## config.mk

```make
export PLATFORM = sky130hd
export DESIGN_NAME = pwm_period_trigger_deadtime
export DESIGN_NICKNAME = d
export VERILOG_FILES = /design/src/pwm_pkg.sv /design/src/pwm_period_trigger_deadtime.sv /design/src/pwm_dead_time.sv /design/src/pwm_trigger.sv
export SDC_FILE = /design/constraint.sdc
export NUM_CORES = 1
export LEC_CHECK = 0
export ABC_AREA = 0
export BUFFER_PORTS_ARGS = -buffer_cell sky130_fd_sc_hd__buf_4
export CAP_MARGIN = 10
export CORE_ASPECT_RATIO = 0.75
export CORE_MARGIN = 2
export CORE_UTILIZATION = 35
export CTS_CLUSTER_SIZE = 25
export DETAILED_ROUTE_END_ITERATION = 10
export HOLD_SLACK_MARGIN = 0.12
export MAX_ROUTING_LAYER = met4
export PLACE_DENSITY = 0.57
export SYNTH_ARGS = -nofsm -noshare
export SYNTH_HDL_FRONTEND = slang
export SYNTH_SLANG_ARGS = --single-unit
```

## constraint.sdc

```tcl
create_clock -name clk_sys -period 8 [get_ports clk_sys]
set_input_delay 0.4 -clock clk_sys [delete_from_list [all_inputs] [get_ports clk_sys]]
set_output_delay 0.4 -clock clk_sys [all_outputs]
set_load 0.005 [all_outputs]
```

## src/pwm_pkg.sv

```systemverilog
// Package: register map, field positions, reset values and carrier types
package pwm_pkg;

    // ------------------------------------------------------------
    // Register byte offsets
    // ------------------------------------------------------------
    localparam logic [7:0] time_base_control_off = 8'h00;
    localparam logic [7:0] period_off = 8'h04;
    localparam logic [7:0] output_control_off = 8'h08;
    localparam logic [7:0] phase_off = 8'h0c;
    localparam logic [7:0] duty_off = 8'h10;
    localparam logic [7:0] dead_time_off = 8'h14;
    localparam logic [7:0] trigger_compare_off = 8'h18;
    localparam logic [7:0] trigger_control_off = 8'h1c;
    localparam logic [7:0] special_event_off = 8'h20;
    localparam logic [7:0] status_off = 8'h24;

    // ------------------------------------------------------------
    // Field positions
    // ------------------------------------------------------------
    localparam int run_enable_bit = 15;
    localparam int immediate_update_bit = 10;
    localparam int mode_lsb = 10;
    localparam int swap_bit = 2;
    localparam int center_bit = 3;
    localparam int trig_div_lsb = 12;
    localparam int trig_start_lsb = 0;
    localparam int sevt_irq_en_bit = 0;
    localparam int trig_irq_en_bit = 1;

    // ------------------------------------------------------------
    // Codes and reset values
    // ------------------------------------------------------------
    localparam logic [1:0] mode_push_pull = 2'h2;
    localparam logic [1:0] mode_complementary = 2'h0;
    localparam logic [15:0] period_reset = 16'hffff;
    localparam logic [1:0] resp_okay = 2'h0;
    localparam logic [1:0] resp_slverr = 2'h2;

    typedef struct packed {
        logic run;
        logic immediate;
        logic [1:0] mode;
        logic center;
        logic swap;
        logic [15:0] period;
        logic [15:0] phase;
        logic [15:0] duty;
        logic [15:0] dead_time;
        logic [15:0] trig_compare;
        logic [3:0] trig_div;
        logic [5:0] trig_start;
        logic [15:0] sevt_compare;
    } pwm_cfg_s;

endpackage

```

## src/pwm_period_trigger_deadtime.sv

```systemverilog
// Top: AXI4-Lite registers, time base, push-pull and complementary outputs
// ------------------------------------------------------------
// ------------------------------------------------------------
`timescale 1ns/100ps
module pwm_period_trigger_deadtime (
    input wire logic clk_sys,
    input wire logic resetn,
    input wire logic [7:0] s_axi_awaddr,
    input wire logic s_axi_awvalid,
    output logic s_axi_awready,
    input wire logic [31:0] s_axi_wdata,
    input wire logic [3:0] s_axi_wstrb,
    input wire logic s_axi_wvalid,
    output logic s_axi_wready,
    output logic [1:0] s_axi_bresp,
    output logic s_axi_bvalid,
    input wire logic s_axi_bready,
    input wire logic [7:0] s_axi_araddr,
    input wire logic s_axi_arvalid,
    output logic s_axi_arready,
    output logic [31:0] s_axi_rdata,
    output logic [1:0] s_axi_rresp,
    output logic s_axi_rvalid,
    input wire logic s_axi_rready,
    output logic high_side_output,
    output logic low_side_output,
    output logic trigger_out,
    output logic pwm_irq
);
    // ------------------------------------------------------------
    // Register state
    // ------------------------------------------------------------
    pwm_pkg::pwm_cfg_s cfg_reg, cfg_next;
    logic [15:0] period_pend_reg, period_pend_next;
    logic pend_reg, pend_next;
    logic [1:0] irq_en_reg, irq_en_next;
    logic [1:0] irq_flag_reg, irq_flag_next;
    logic aw_reg, aw_next, w_reg, w_next;
    logic [7:0] awaddr_reg, awaddr_next;
    logic [31:0] wdata_reg, wdata_next;
    logic [3:0] wstrb_reg, wstrb_next;
    logic bvalid_reg, bvalid_next;
    logic [1:0] bresp_reg, bresp_next;
    logic rvalid_reg, rvalid_next;
    logic [31:0] rdata_reg, rdata_next;
    logic [1:0] rresp_reg, rresp_next;

    // ------------------------------------------------------------
    // Time base state
    // ------------------------------------------------------------
    logic [15:0] count_reg, count_next;
    logic up_reg, up_next;
    logic side_reg, side_next;
    logic done_reg, done_next, lit_reg, lit_next;
    logic raw_hi, raw_lo, period_end, trig_pulse, sevt_hit, wr_fire, clr_fire;
    logic [15:0] shifted;
    logic dt_hi, dt_lo;

    function automatic logic mapped(input logic [7:0] a);
        mapped = (a <= pwm_pkg::status_off) && (a[1:0] == 2'h0);
    endfunction

    function automatic logic [15:0] merge16(input logic [15:0] old, input logic [31:0] d,
                                            input logic [3:0] s);
        merge16 = {s[1] ? d[15:8] : old[15:8], s[0] ? d[7:0] : old[7:0]};
    endfunction

    // ------------------------------------------------------------
    // Time base and push-pull alternation
    // ------------------------------------------------------------
    assign period_end = cfg_reg.run && (cfg_reg.center ? (!up_reg && count_reg == '0)
                                        : (count_reg >= cfg_reg.period));
    // Phase offset wraps within the period
    assign shifted = ({1'b0, count_reg} + {1'b0, cfg_reg.phase} > {1'b0, cfg_reg.period})
                     ? 16'({1'b0, count_reg} + cfg_reg.phase - cfg_reg.period - 17'h1)
                     : 16'(count_reg + cfg_reg.phase);

    always_comb begin
        count_next = count_reg;
        up_next = up_reg;
        side_next = side_reg;
        if (!cfg_reg.run) begin
            count_next = '0;
            up_next = 1'b1;
            side_next = 1'b0;
        end else if (period_end) begin
            count_next = cfg_reg.center ? 16'h1 : '0;
            up_next = 1'b1;
            // Side advances only after a period that carried a pulse
            side_next = side_reg ^ done_reg;
        end else if (cfg_reg.center) begin
            if (up_reg && count_reg >= cfg_reg.period) begin
                up_next = 1'b0;
                count_next = count_reg - 1'b1;
            end else begin
                count_next = up_reg ? count_reg + 1'b1 : count_reg - 1'b1;
            end
        end else begin
            count_next = count_reg + 1'b1;
        end
    end

    always_comb begin
        raw_hi = 1'b0;
        raw_lo = 1'b0;
        done_next = 1'b0;
        lit_next = 1'b0;
        if (cfg_reg.run) begin
            if (cfg_reg.mode == pwm_pkg::mode_push_pull) begin
                // One pulse per period, never on the rollover cycle itself
                // A pulse cut by a period write is not restarted in that period
                lit_next = !period_end && (shifted < cfg_reg.duty) && (!done_reg || lit_reg);
                raw_hi = !side_reg && lit_next;
                raw_lo = side_reg && lit_next;
                done_next = !period_end && (done_reg || lit_next);
            end else begin
                raw_hi = shifted < cfg_reg.duty;
                raw_lo = !raw_hi;
            end
        end
    end

    pwm_dead_time #(.width(16)) u_dead (
        .clk_sys(clk_sys),
        .resetn(resetn),
        .high_in(raw_hi),
        .low_in(raw_lo),
        .insert(cfg_reg.center && cfg_reg.mode == pwm_pkg::mode_complementary),
        .swap(cfg_reg.swap),
        .dead_time(cfg_reg.dead_time),
        .high_out(dt_hi),
        .low_out(dt_lo)
    );

    pwm_trigger u_trig (
        .clk_sys(clk_sys),
        .resetn(resetn),
        .run(cfg_reg.run),
        .count(count_reg),
        .period_end(period_end),
        .compare(cfg_reg.trig_compare),
        .divider(cfg_reg.trig_div),
        .start_select(cfg_reg.trig_start),
        .trigger(trig_pulse)
    );

    assign sevt_hit = cfg_reg.run && count_reg == cfg_reg.sevt_compare;

    // ------------------------------------------------------------
    // AXI4-Lite slave and register file
    // ------------------------------------------------------------
    assign wr_fire = aw_reg && w_reg && !bvalid_reg;
    assign clr_fire = wr_fire && awaddr_reg == pwm_pkg::status_off && wstrb_reg[0];

    always_comb begin
        cfg_next = cfg_reg;
        period_pend_next = period_pend_reg;
        pend_next = pend_reg;
        irq_en_next = irq_en_reg;
        irq_flag_next = irq_flag_reg;
        aw_next = aw_reg;
        w_next = w_reg;
        awaddr_next = awaddr_reg;
        wdata_next = wdata_reg;
        wstrb_next = wstrb_reg;
        bvalid_next = bvalid_reg;
        bresp_next = bresp_reg;
        rvalid_next = rvalid_reg;
        rdata_next = rdata_reg;
        rresp_next = rresp_reg;
        if (s_axi_awvalid && !aw_reg) begin
            aw_next = 1'b1;
            awaddr_next = s_axi_awaddr;
        end
        if (s_axi_wvalid && !w_reg) begin
            w_next = 1'b1;
            wdata_next = s_axi_wdata;
            wstrb_next = s_axi_wstrb;
        end
        // Buffered period lands at the boundary
        if (pend_reg && period_end) begin
            cfg_next.period = period_pend_reg;
            pend_next = 1'b0;
        end
        if (clr_fire) irq_flag_next = irq_flag_reg & ~wdata_reg[1:0];
        // Set wins over a simultaneous clear
        if (sevt_hit && irq_en_reg[pwm_pkg::sevt_irq_en_bit]) irq_flag_next[0] = 1'b1;
        if (trig_pulse && irq_en_reg[pwm_pkg::trig_irq_en_bit]) irq_flag_next[1] = 1'b1;
        if (wr_fire) begin
            aw_next = 1'b0;
            w_next = 1'b0;
            bvalid_next = 1'b1;
            bresp_next = mapped(awaddr_reg) ? pwm_pkg::resp_okay : pwm_pkg::resp_slverr;
            unique case (awaddr_reg)
                pwm_pkg::time_base_control_off: begin
                    if (wstrb_reg[1]) begin
                        cfg_next.run = wdata_reg[pwm_pkg::run_enable_bit];
                        cfg_next.immediate = wdata_reg[pwm_pkg::immediate_update_bit];
                    end
                end
                pwm_pkg::period_off: begin
                    if (cfg_reg.immediate || !cfg_reg.run) begin
                        cfg_next.period = merge16(cfg_reg.period, wdata_reg, wstrb_reg);
                        pend_next = 1'b0;
                    end else begin
                        period_pend_next = merge16(pend_reg ? period_pend_reg : cfg_reg.period,
                                                   wdata_reg, wstrb_reg);
                        pend_next = 1'b1;
                    end
                end
                pwm_pkg::output_control_off: begin
                    if (wstrb_reg[1]) cfg_next.mode = wdata_reg[pwm_pkg::mode_lsb +: 2];
                    if (wstrb_reg[0]) begin
                        cfg_next.swap = wdata_reg[pwm_pkg::swap_bit];
                        cfg_next.center = wdata_reg[pwm_pkg::center_bit];
                    end
                end
                pwm_pkg::phase_off: cfg_next.phase = merge16(cfg_reg.phase, wdata_reg, wstrb_reg);
                pwm_pkg::duty_off: cfg_next.duty = merge16(cfg_reg.duty, wdata_reg, wstrb_reg);
                pwm_pkg::dead_time_off: begin
                    cfg_next.dead_time = merge16(cfg_reg.dead_time, wdata_reg, wstrb_reg);
                end
                pwm_pkg::trigger_compare_off: begin
                    cfg_next.trig_compare = merge16(cfg_reg.trig_compare, wdata_reg, wstrb_reg);
                end
                pwm_pkg::trigger_control_off: begin
                    if (wstrb_reg[1]) cfg_next.trig_div = wdata_reg[pwm_pkg::trig_div_lsb +: 4];
                    if (wstrb_reg[0]) begin
                        cfg_next.trig_start = wdata_reg[pwm_pkg::trig_start_lsb +: 6];
                    end
                end
                pwm_pkg::special_event_off: begin
                    cfg_next.sevt_compare = merge16(cfg_reg.sevt_compare, wdata_reg, wstrb_reg);
                    if (wstrb_reg[2]) irq_en_next = wdata_reg[17:16];
                end
                default: ;
            endcase
        end
        if (bvalid_reg && s_axi_bready) bvalid_next = 1'b0;
        if (s_axi_arvalid && !rvalid_reg) begin
            rvalid_next = 1'b1;
            rresp_next = mapped(s_axi_araddr) ? pwm_pkg::resp_okay : pwm_pkg::resp_slverr;
            rdata_next = '0;
            unique case (s_axi_araddr)
                pwm_pkg::time_base_control_off: begin
                    rdata_next[pwm_pkg::run_enable_bit] = cfg_reg.run;
                    rdata_next[pwm_pkg::immediate_update_bit] = cfg_reg.immediate;
                end
                pwm_pkg::period_off: rdata_next[15:0] = pend_reg ? period_pend_reg : cfg_reg.period;
                pwm_pkg::output_control_off: begin
                    rdata_next[pwm_pkg::mode_lsb +: 2] = cfg_reg.mode;
                    rdata_next[pwm_pkg::swap_bit] = cfg_reg.swap;
                    rdata_next[pwm_pkg::center_bit] = cfg_reg.center;
                end
                pwm_pkg::phase_off: rdata_next[15:0] = cfg_reg.phase;
                pwm_pkg::duty_off: rdata_next[15:0] = cfg_reg.duty;
                pwm_pkg::dead_time_off: rdata_next[15:0] = cfg_reg.dead_time;
                pwm_pkg::trigger_compare_off: rdata_next[15:0] = cfg_reg.trig_compare;
                pwm_pkg::trigger_control_off: begin
                    rdata_next[pwm_pkg::trig_div_lsb +: 4] = cfg_reg.trig_div;
                    rdata_next[pwm_pkg::trig_start_lsb +: 6] = cfg_reg.trig_start;
                end
                pwm_pkg::special_event_off: rdata_next = {14'h0, irq_en_reg, cfg_reg.sevt_compare};
                pwm_pkg::status_off: rdata_next = {count_reg, 11'h0, pend_reg, side_reg,
                                                   up_reg, irq_flag_reg};
                default: ;
            endcase
        end else if (rvalid_reg && s_axi_rready) begin
            rvalid_next = 1'b0;
        end
    end

    always_ff @(posedge clk_sys or negedge resetn) begin
        if (!resetn) begin
            cfg_reg <= '0;
            cfg_reg.period <= pwm_pkg::period_reset;
            period_pend_reg <= '0;
            pend_reg <= 1'b0;
            irq_en_reg <= '0;
            irq_flag_reg <= '0;
            aw_reg <= 1'b0;
            w_reg <= 1'b0;
            awaddr_reg <= '0;
            wdata_reg <= '0;
            wstrb_reg <= '0;
            bvalid_reg <= 1'b0;
            bresp_reg <= '0;
            rvalid_reg <= 1'b0;
            rdata_reg <= '0;
            rresp_reg <= '0;
            count_reg <= '0;
            up_reg <= 1'b1;
            side_reg <= 1'b0;
            done_reg <= 1'b0;
            lit_reg <= 1'b0;
            high_side_output <= 1'b0;
            low_side_output <= 1'b0;
            trigger_out <= 1'b0;
            pwm_irq <= 1'b0;
        end else begin
            cfg_reg <= cfg_next;
            period_pend_reg <= period_pend_next;
            pend_reg <= pend_next;
            irq_en_reg <= irq_en_next;
            irq_flag_reg <= irq_flag_next;
            aw_reg <= aw_next;
            w_reg <= w_next;
            awaddr_reg <= awaddr_next;
            wdata_reg <= wdata_next;
            wstrb_reg <= wstrb_next;
            bvalid_reg <= bvalid_next;
            bresp_reg <= bresp_next;
            rvalid_reg <= rvalid_next;
            rdata_reg <= rdata_next;
            rresp_reg <= rresp_next;
            count_reg <= count_next;
            up_reg <= up_next;
            side_reg <= side_next;
            done_reg <= done_next;
            lit_reg <= lit_next;
            high_side_output <= dt_hi;
            low_side_output <= dt_lo;
            trigger_out <= trig_pulse;
            pwm_irq <= |irq_flag_next;
        end
    end

    assign s_axi_awready = !aw_reg;
    assign s_axi_wready = !w_reg;
    assign s_axi_bvalid = bvalid_reg;
    assign s_axi_bresp = bresp_reg;
    assign s_axi_arready = !rvalid_reg;
    assign s_axi_rvalid = rvalid_reg;
    assign s_axi_rdata = rdata_reg;
    assign s_axi_rresp = rresp_reg;
endmodule

```

## src/pwm_dead_time.sv

```systemverilog
// Dead-time insertion and output swap on a complementary pair
`timescale 1ns/100ps
module pwm_dead_time #(
    parameter int width = 16
) (
    input wire logic clk_sys,
    input wire logic resetn,
    input wire logic high_in,
    input wire logic low_in,
    input wire logic insert,
    input wire logic swap,
    input wire logic [width-1:0] dead_time,
    output logic high_out,
    output logic low_out
);
    logic [width-1:0] count_reg, count_next;
    logic high_reg, high_next, low_reg, low_next;
    logic hi_s, lo_s;

    if (width < 2) begin
        $error("width too small");
    end

    // Swap applies before dead time so guard interval survives swapping
    assign hi_s = swap ? low_in : high_in;
    assign lo_s = swap ? high_in : low_in;

    always_comb begin
        count_next = count_reg;
        high_next = hi_s;
        low_next = lo_s;
        if (insert) begin
            // Any rising edge waits out the dead time with both outputs low
            if ((hi_s && !high_reg) || (lo_s && !low_reg)) begin
                if (count_reg < dead_time) begin
                    count_next = count_reg + 1'b1;
                    high_next = 1'b0;
                    low_next = 1'b0;
                end
            end else begin
                count_next = '0;
            end
            if (hi_s && lo_s) begin
                high_next = 1'b0;
                low_next = 1'b0;
            end
        end
    end

    always_ff @(posedge clk_sys or negedge resetn) begin
        if (!resetn) begin
            count_reg <= '0;
            high_reg <= 1'b0;
            low_reg <= 1'b0;
        end else begin
            count_reg <= count_next;
            high_reg <= high_next;
            low_reg <= low_next;
        end
    end

    assign high_out = high_reg;
    assign low_out = low_reg;
endmodule

```

## src/pwm_trigger.sv

```systemverilog
// Trigger compare with output divider and postscaler start delay
`timescale 1ns/100ps
module pwm_trigger (
    input wire logic clk_sys,
    input wire logic resetn,
    input wire logic run,
    input wire logic [15:0] count,
    input wire logic period_end,
    input wire logic [15:0] compare,
    input wire logic [3:0] divider,
    input wire logic [5:0] start_select,
    output logic trigger
);
    logic [3:0] div_reg, div_next;
    logic [5:0] wait_reg, wait_next;
    logic trig_reg, trig_next;
    logic match;

    assign match = run && (count == compare);

    always_comb begin
        div_reg_next_default: begin
            div_next = div_reg;
            wait_next = wait_reg;
            trig_next = 1'b0;
        end
        if (!run) begin
            // Restart state so the divider counts from the first match after the start delay
            div_next = '0;
            wait_next = start_select;
        end else if (wait_reg != '0) begin
            if (period_end) wait_next = wait_reg - 1'b1;
        end else if (match) begin
            if (div_reg == divider) begin
                trig_next = 1'b1;
                div_next = '0;
            end else begin
                div_next = div_reg + 1'b1;
            end
        end
    end

    always_ff @(posedge clk_sys or negedge resetn) begin
        if (!resetn) begin
            div_reg <= '0;
            wait_reg <= '0;
            trig_reg <= 1'b0;
        end else begin
            div_reg <= div_next;
            wait_reg <= wait_next;
            trig_reg <= trig_next;
        end
    end

    assign trigger = trig_reg;
endmodule

```

==> flow_summary.ini <==
[route]
wl_per_cell_um = 21.3
dr.pass1.iters = 5
vias_per_cell = 5.52
drt_iter0_drc = 1069
drc = 0
num_vias = 12300
drt_wl_total_mm = 47.3
ant_nets = 0

[worst_setup_path]
cp.arrival_ps = 7830
crit_path_frequent_cell = ha_1
start_kind = flop
critPathMaxFanout = 27
path_depth = 30
reg2reg_depth = 30
cpPeakStageDelay_ps = 470
timing.rr.start = cfg_reg[75]
required_ps = 8440
endpoint_kind = flop
ff2ff_setup_slack_ps = 610
crit_family = compound AO/OA/AOI/OAI gates
crit_type = reg -> reg
cp_slowest_cell = a2111oi_0
r2r_end = u_dead.count_reg[2]
crit_buf_inv = 3

[yosys]
synthCells = 1520
synth_ff_type = dfrtp_1
yosys.cell_types.count = 78
ys_top_cells_by_count = 236 x dfrtp_1, 136 x nand2_1, 127 x mux2_2, 119 x nor2_1, 97 x o21ai_0
synth_area_leaders = dfrtp_1 40%, mux2_2 9.6%, ha_1 7.2%, nand2_1 3.4%, o21ai_0 3.3%
synthSimpleGateAreaFrac_pct = 12.7
avgSynthCellArea_um2 = 9.78
synth-async-reset-ratio_pct = 100
yosysWarnings = 0
synthXorXnorAreaFrac_pct = 4.95
synth_compound_area_share_pct = 17.0
synth_top_area_share_pct = 39.7
yosysSeqAreaShare_pct = 42.7
synth_most_common_cell = dfrtp_1
synth_edf_count = 0
muxShareOfSynthArea_pct = 11.0
synth_top_family_by_area = compound AO/OA/AOI/OAI gates
yosysTopAreaCell = dfrtp_1
ys_seq_elements = 253
synth_fa_ha_area_share_pct = 7.42
syn_area_mm2 = 0.0149

[cts]
cts_max_level = 1
cts_buffers = 25
cts_tree = built
cts.sinks = 253
insertion_delay_ps = 550
root_buffer = clkbuf_16
clockBufferDepth = 3
path_clk_slew_ps = 70
cts_resized = 0

[floorplanning]
die_area_mm2 = 0.0442
rows = 65
die_w_um = 242
start_util_pct = 35.4
fp.coreArea_mm2 = 0.0420
io_pins = 104
die_height_um = 183

[worst_hold_path]
hold_start = s_axi_wstrb[0]
hp-class = in -> reg
hold-path-endpoint = wstrb_reg[0]
holdPathStages = 3

[sta]
skew_ps = 10.6
timing.fmax_mhz = 135
finalCriticalPeriod_ps = 7390
tightest_slew_ps = 991
setup_slack_ps = 610
slew_headroom_pct = 33.9
fin_crit_sh_pct = 92.4
final_max_slew_viol_count = 0
finalHoldViolations = 0
tns_ps = 0
rsz0062_at_grt = no
setup_viol = 0

[cells_and_area]
drive_gt1_share_pct = 20.6
nFillCells = 4163
areaGrowthSynthToFinish_pct = 17.4
fin_util_pct = 41.6
nNetsFinal = 1781
largest_register_ffs = 112

[place]
dpl.hpwl_mm = 35.5
pre_cts_ws_ps = 721
gp_congestion = 0.977
portBuffers = 86

[global_route]
grt_pass1_vias = 11800
grt_start_max_net_pins = 156
track_usage_pct = 22.0
antenna_found_initial = 0
overflow = 0
grt_pass1_wl_mm = 72.7

[pwr]
p_sw_w = 0.00260
clkPwrFrac_pct = 20.1
power.total_w = 0.00614
p_int_w = 0.00354
combPwrFrac_pct = 51.7
ir_worst_vdd_mv = 0.434
sequentialPowerShare_pct = 28.2
p_leak_nw = 8.25
netSwitchingFraction_pct = 42.3
power_density_mw_per_mm2 = 352

[flow_run]
max_cap_violations = 0

[run_status]
status = finished clean
==> logic make-up after synthesis <==
kind of cell / count (synthesis)
compound gates: 386
flops: 253
mux: 147
xor+xnor: 84
other cells: 1
buf+inv: 162
fa+ha+maj: 87
simple gates: 400
==> per-stage QoR <==
stage | hold slack [ps] | std cells | cell area [um2]
after global placement | 377 | 2143 | 16300
after CTS | 164 | 2221 | 17400
after global routing | 180 | 2222 | 17500
after detailed placement | 373 | 2143 | 16300
final | 184 | 2223 | 17500
after floorplan | 104 | 1521 | 14900
==> worst max-delay path by stage <==
stage / slack [ps] / from / to
finish: 610 / cfg_reg[75] / u_dead.count_reg[2]
global placement: 800 / cfg_reg[75] / u_dead.count_reg[2]
floorplan: 1300 / cfg_reg[75] / u_dead.count_reg[2]
CTS: 700 / cfg_reg[75] / u_dead.count_reg[2]
detailed placement: 720 / cfg_reg[75] / u_dead.count_reg[2]
global route: 150 / cfg_reg[75] / u_dead.count_reg[14]
==> cell type report <==
type	instances	area [um2]	area share (%)
Multi-Input combinational cell	1106	7910	45.3
Sequential cell	253	6350	36.4
Timing Repair Buffer	159	1320	7.55
Tap cell	569	712	4.08
Clock buffer	37	711	4.07
Inverter	90	338	1.94
Clock inverter	8	118	0.674
Antenna cell	1	2.50	0.0143
==> per-layer routing <==
layer | up-vias | global-route usage (%) | wire, um | part of all wire [%]
li1 | 5715 | - | - | -
met5 | - | - | 0 | 0
met1 | 5997 | 31.2 | 22200 | 47
met2 | 480 | 30.1 | 19200 | 41
met4 | 0 | 5.95 | 1300 | 2.7
met3 | 77 | 6.50 | 4550 | 9.6
==> cells in the final DEF (no fill, tap or decap), types with 6 or more instances in the layout <==
cell type / Yosys / final
a211oi_1: 6 / 6
a21o_1: 48 / 48
a21oi_1: 80 / 80
a221oi_1: 16 / 16
a222oi_1: 13 / 13
a22oi_1: 9 / 9
a31oi_1: 26 / 26
and3_1: 10 / 10
buf_4: 3 / 121
clkbuf_1: 53 / 8
clkbuf_16: 0 / 25
dfrtp_1: 236 / 236
dfstp_2: 17 / 17
dlygate4sd3_1: 0 / 33
ha_1: 85 / 85
inv_1: 88 / 88
mux2_2: 127 / 127
mux2i_1: 20 / 20
nand2_1: 136 / 135
nand2b_1: 12 / 12
nand3_1: 25 / 25
nand4_1: 14 / 14
nor2_1: 119 / 118
nor2b_1: 7 / 6
nor3_1: 23 / 22
nor4_1: 14 / 14
o21ai_0: 97 / 97
o21bai_1: 6 / 6
o22ai_1: 36 / 36
or2_2: 9 / 9
xnor2_1: 35 / 35
xor2_1: 49 / 49
==> power by group through the flow <==
stage          registers, W  logic [W]  clock network [W]
3_5_place_dp        0.00175    0.00311                  0
2_1_floorplan       0.00159    0.00228                  0
3_3_place_gp        0.00175    0.00307                  0
4_1_cts             0.00173    0.00314            0.00125
6_report            0.00173    0.00317            0.00123
5_1_grt             0.00176    0.00350            0.00130
==> worst min-delay path, stage by stage <==
cell and delay, ps:
buf_4 100, nand2_1 100, o21ai_0 90
==> what timing repair did <==
action                                  4_1_cts  5_1_grt
endpoints found under the setup margin        0        0
endpoints found under the hold margin       127        0
setup buffers                                 0        0
hold buffers                                 33        0
Power figures use the tool's default switching activity.
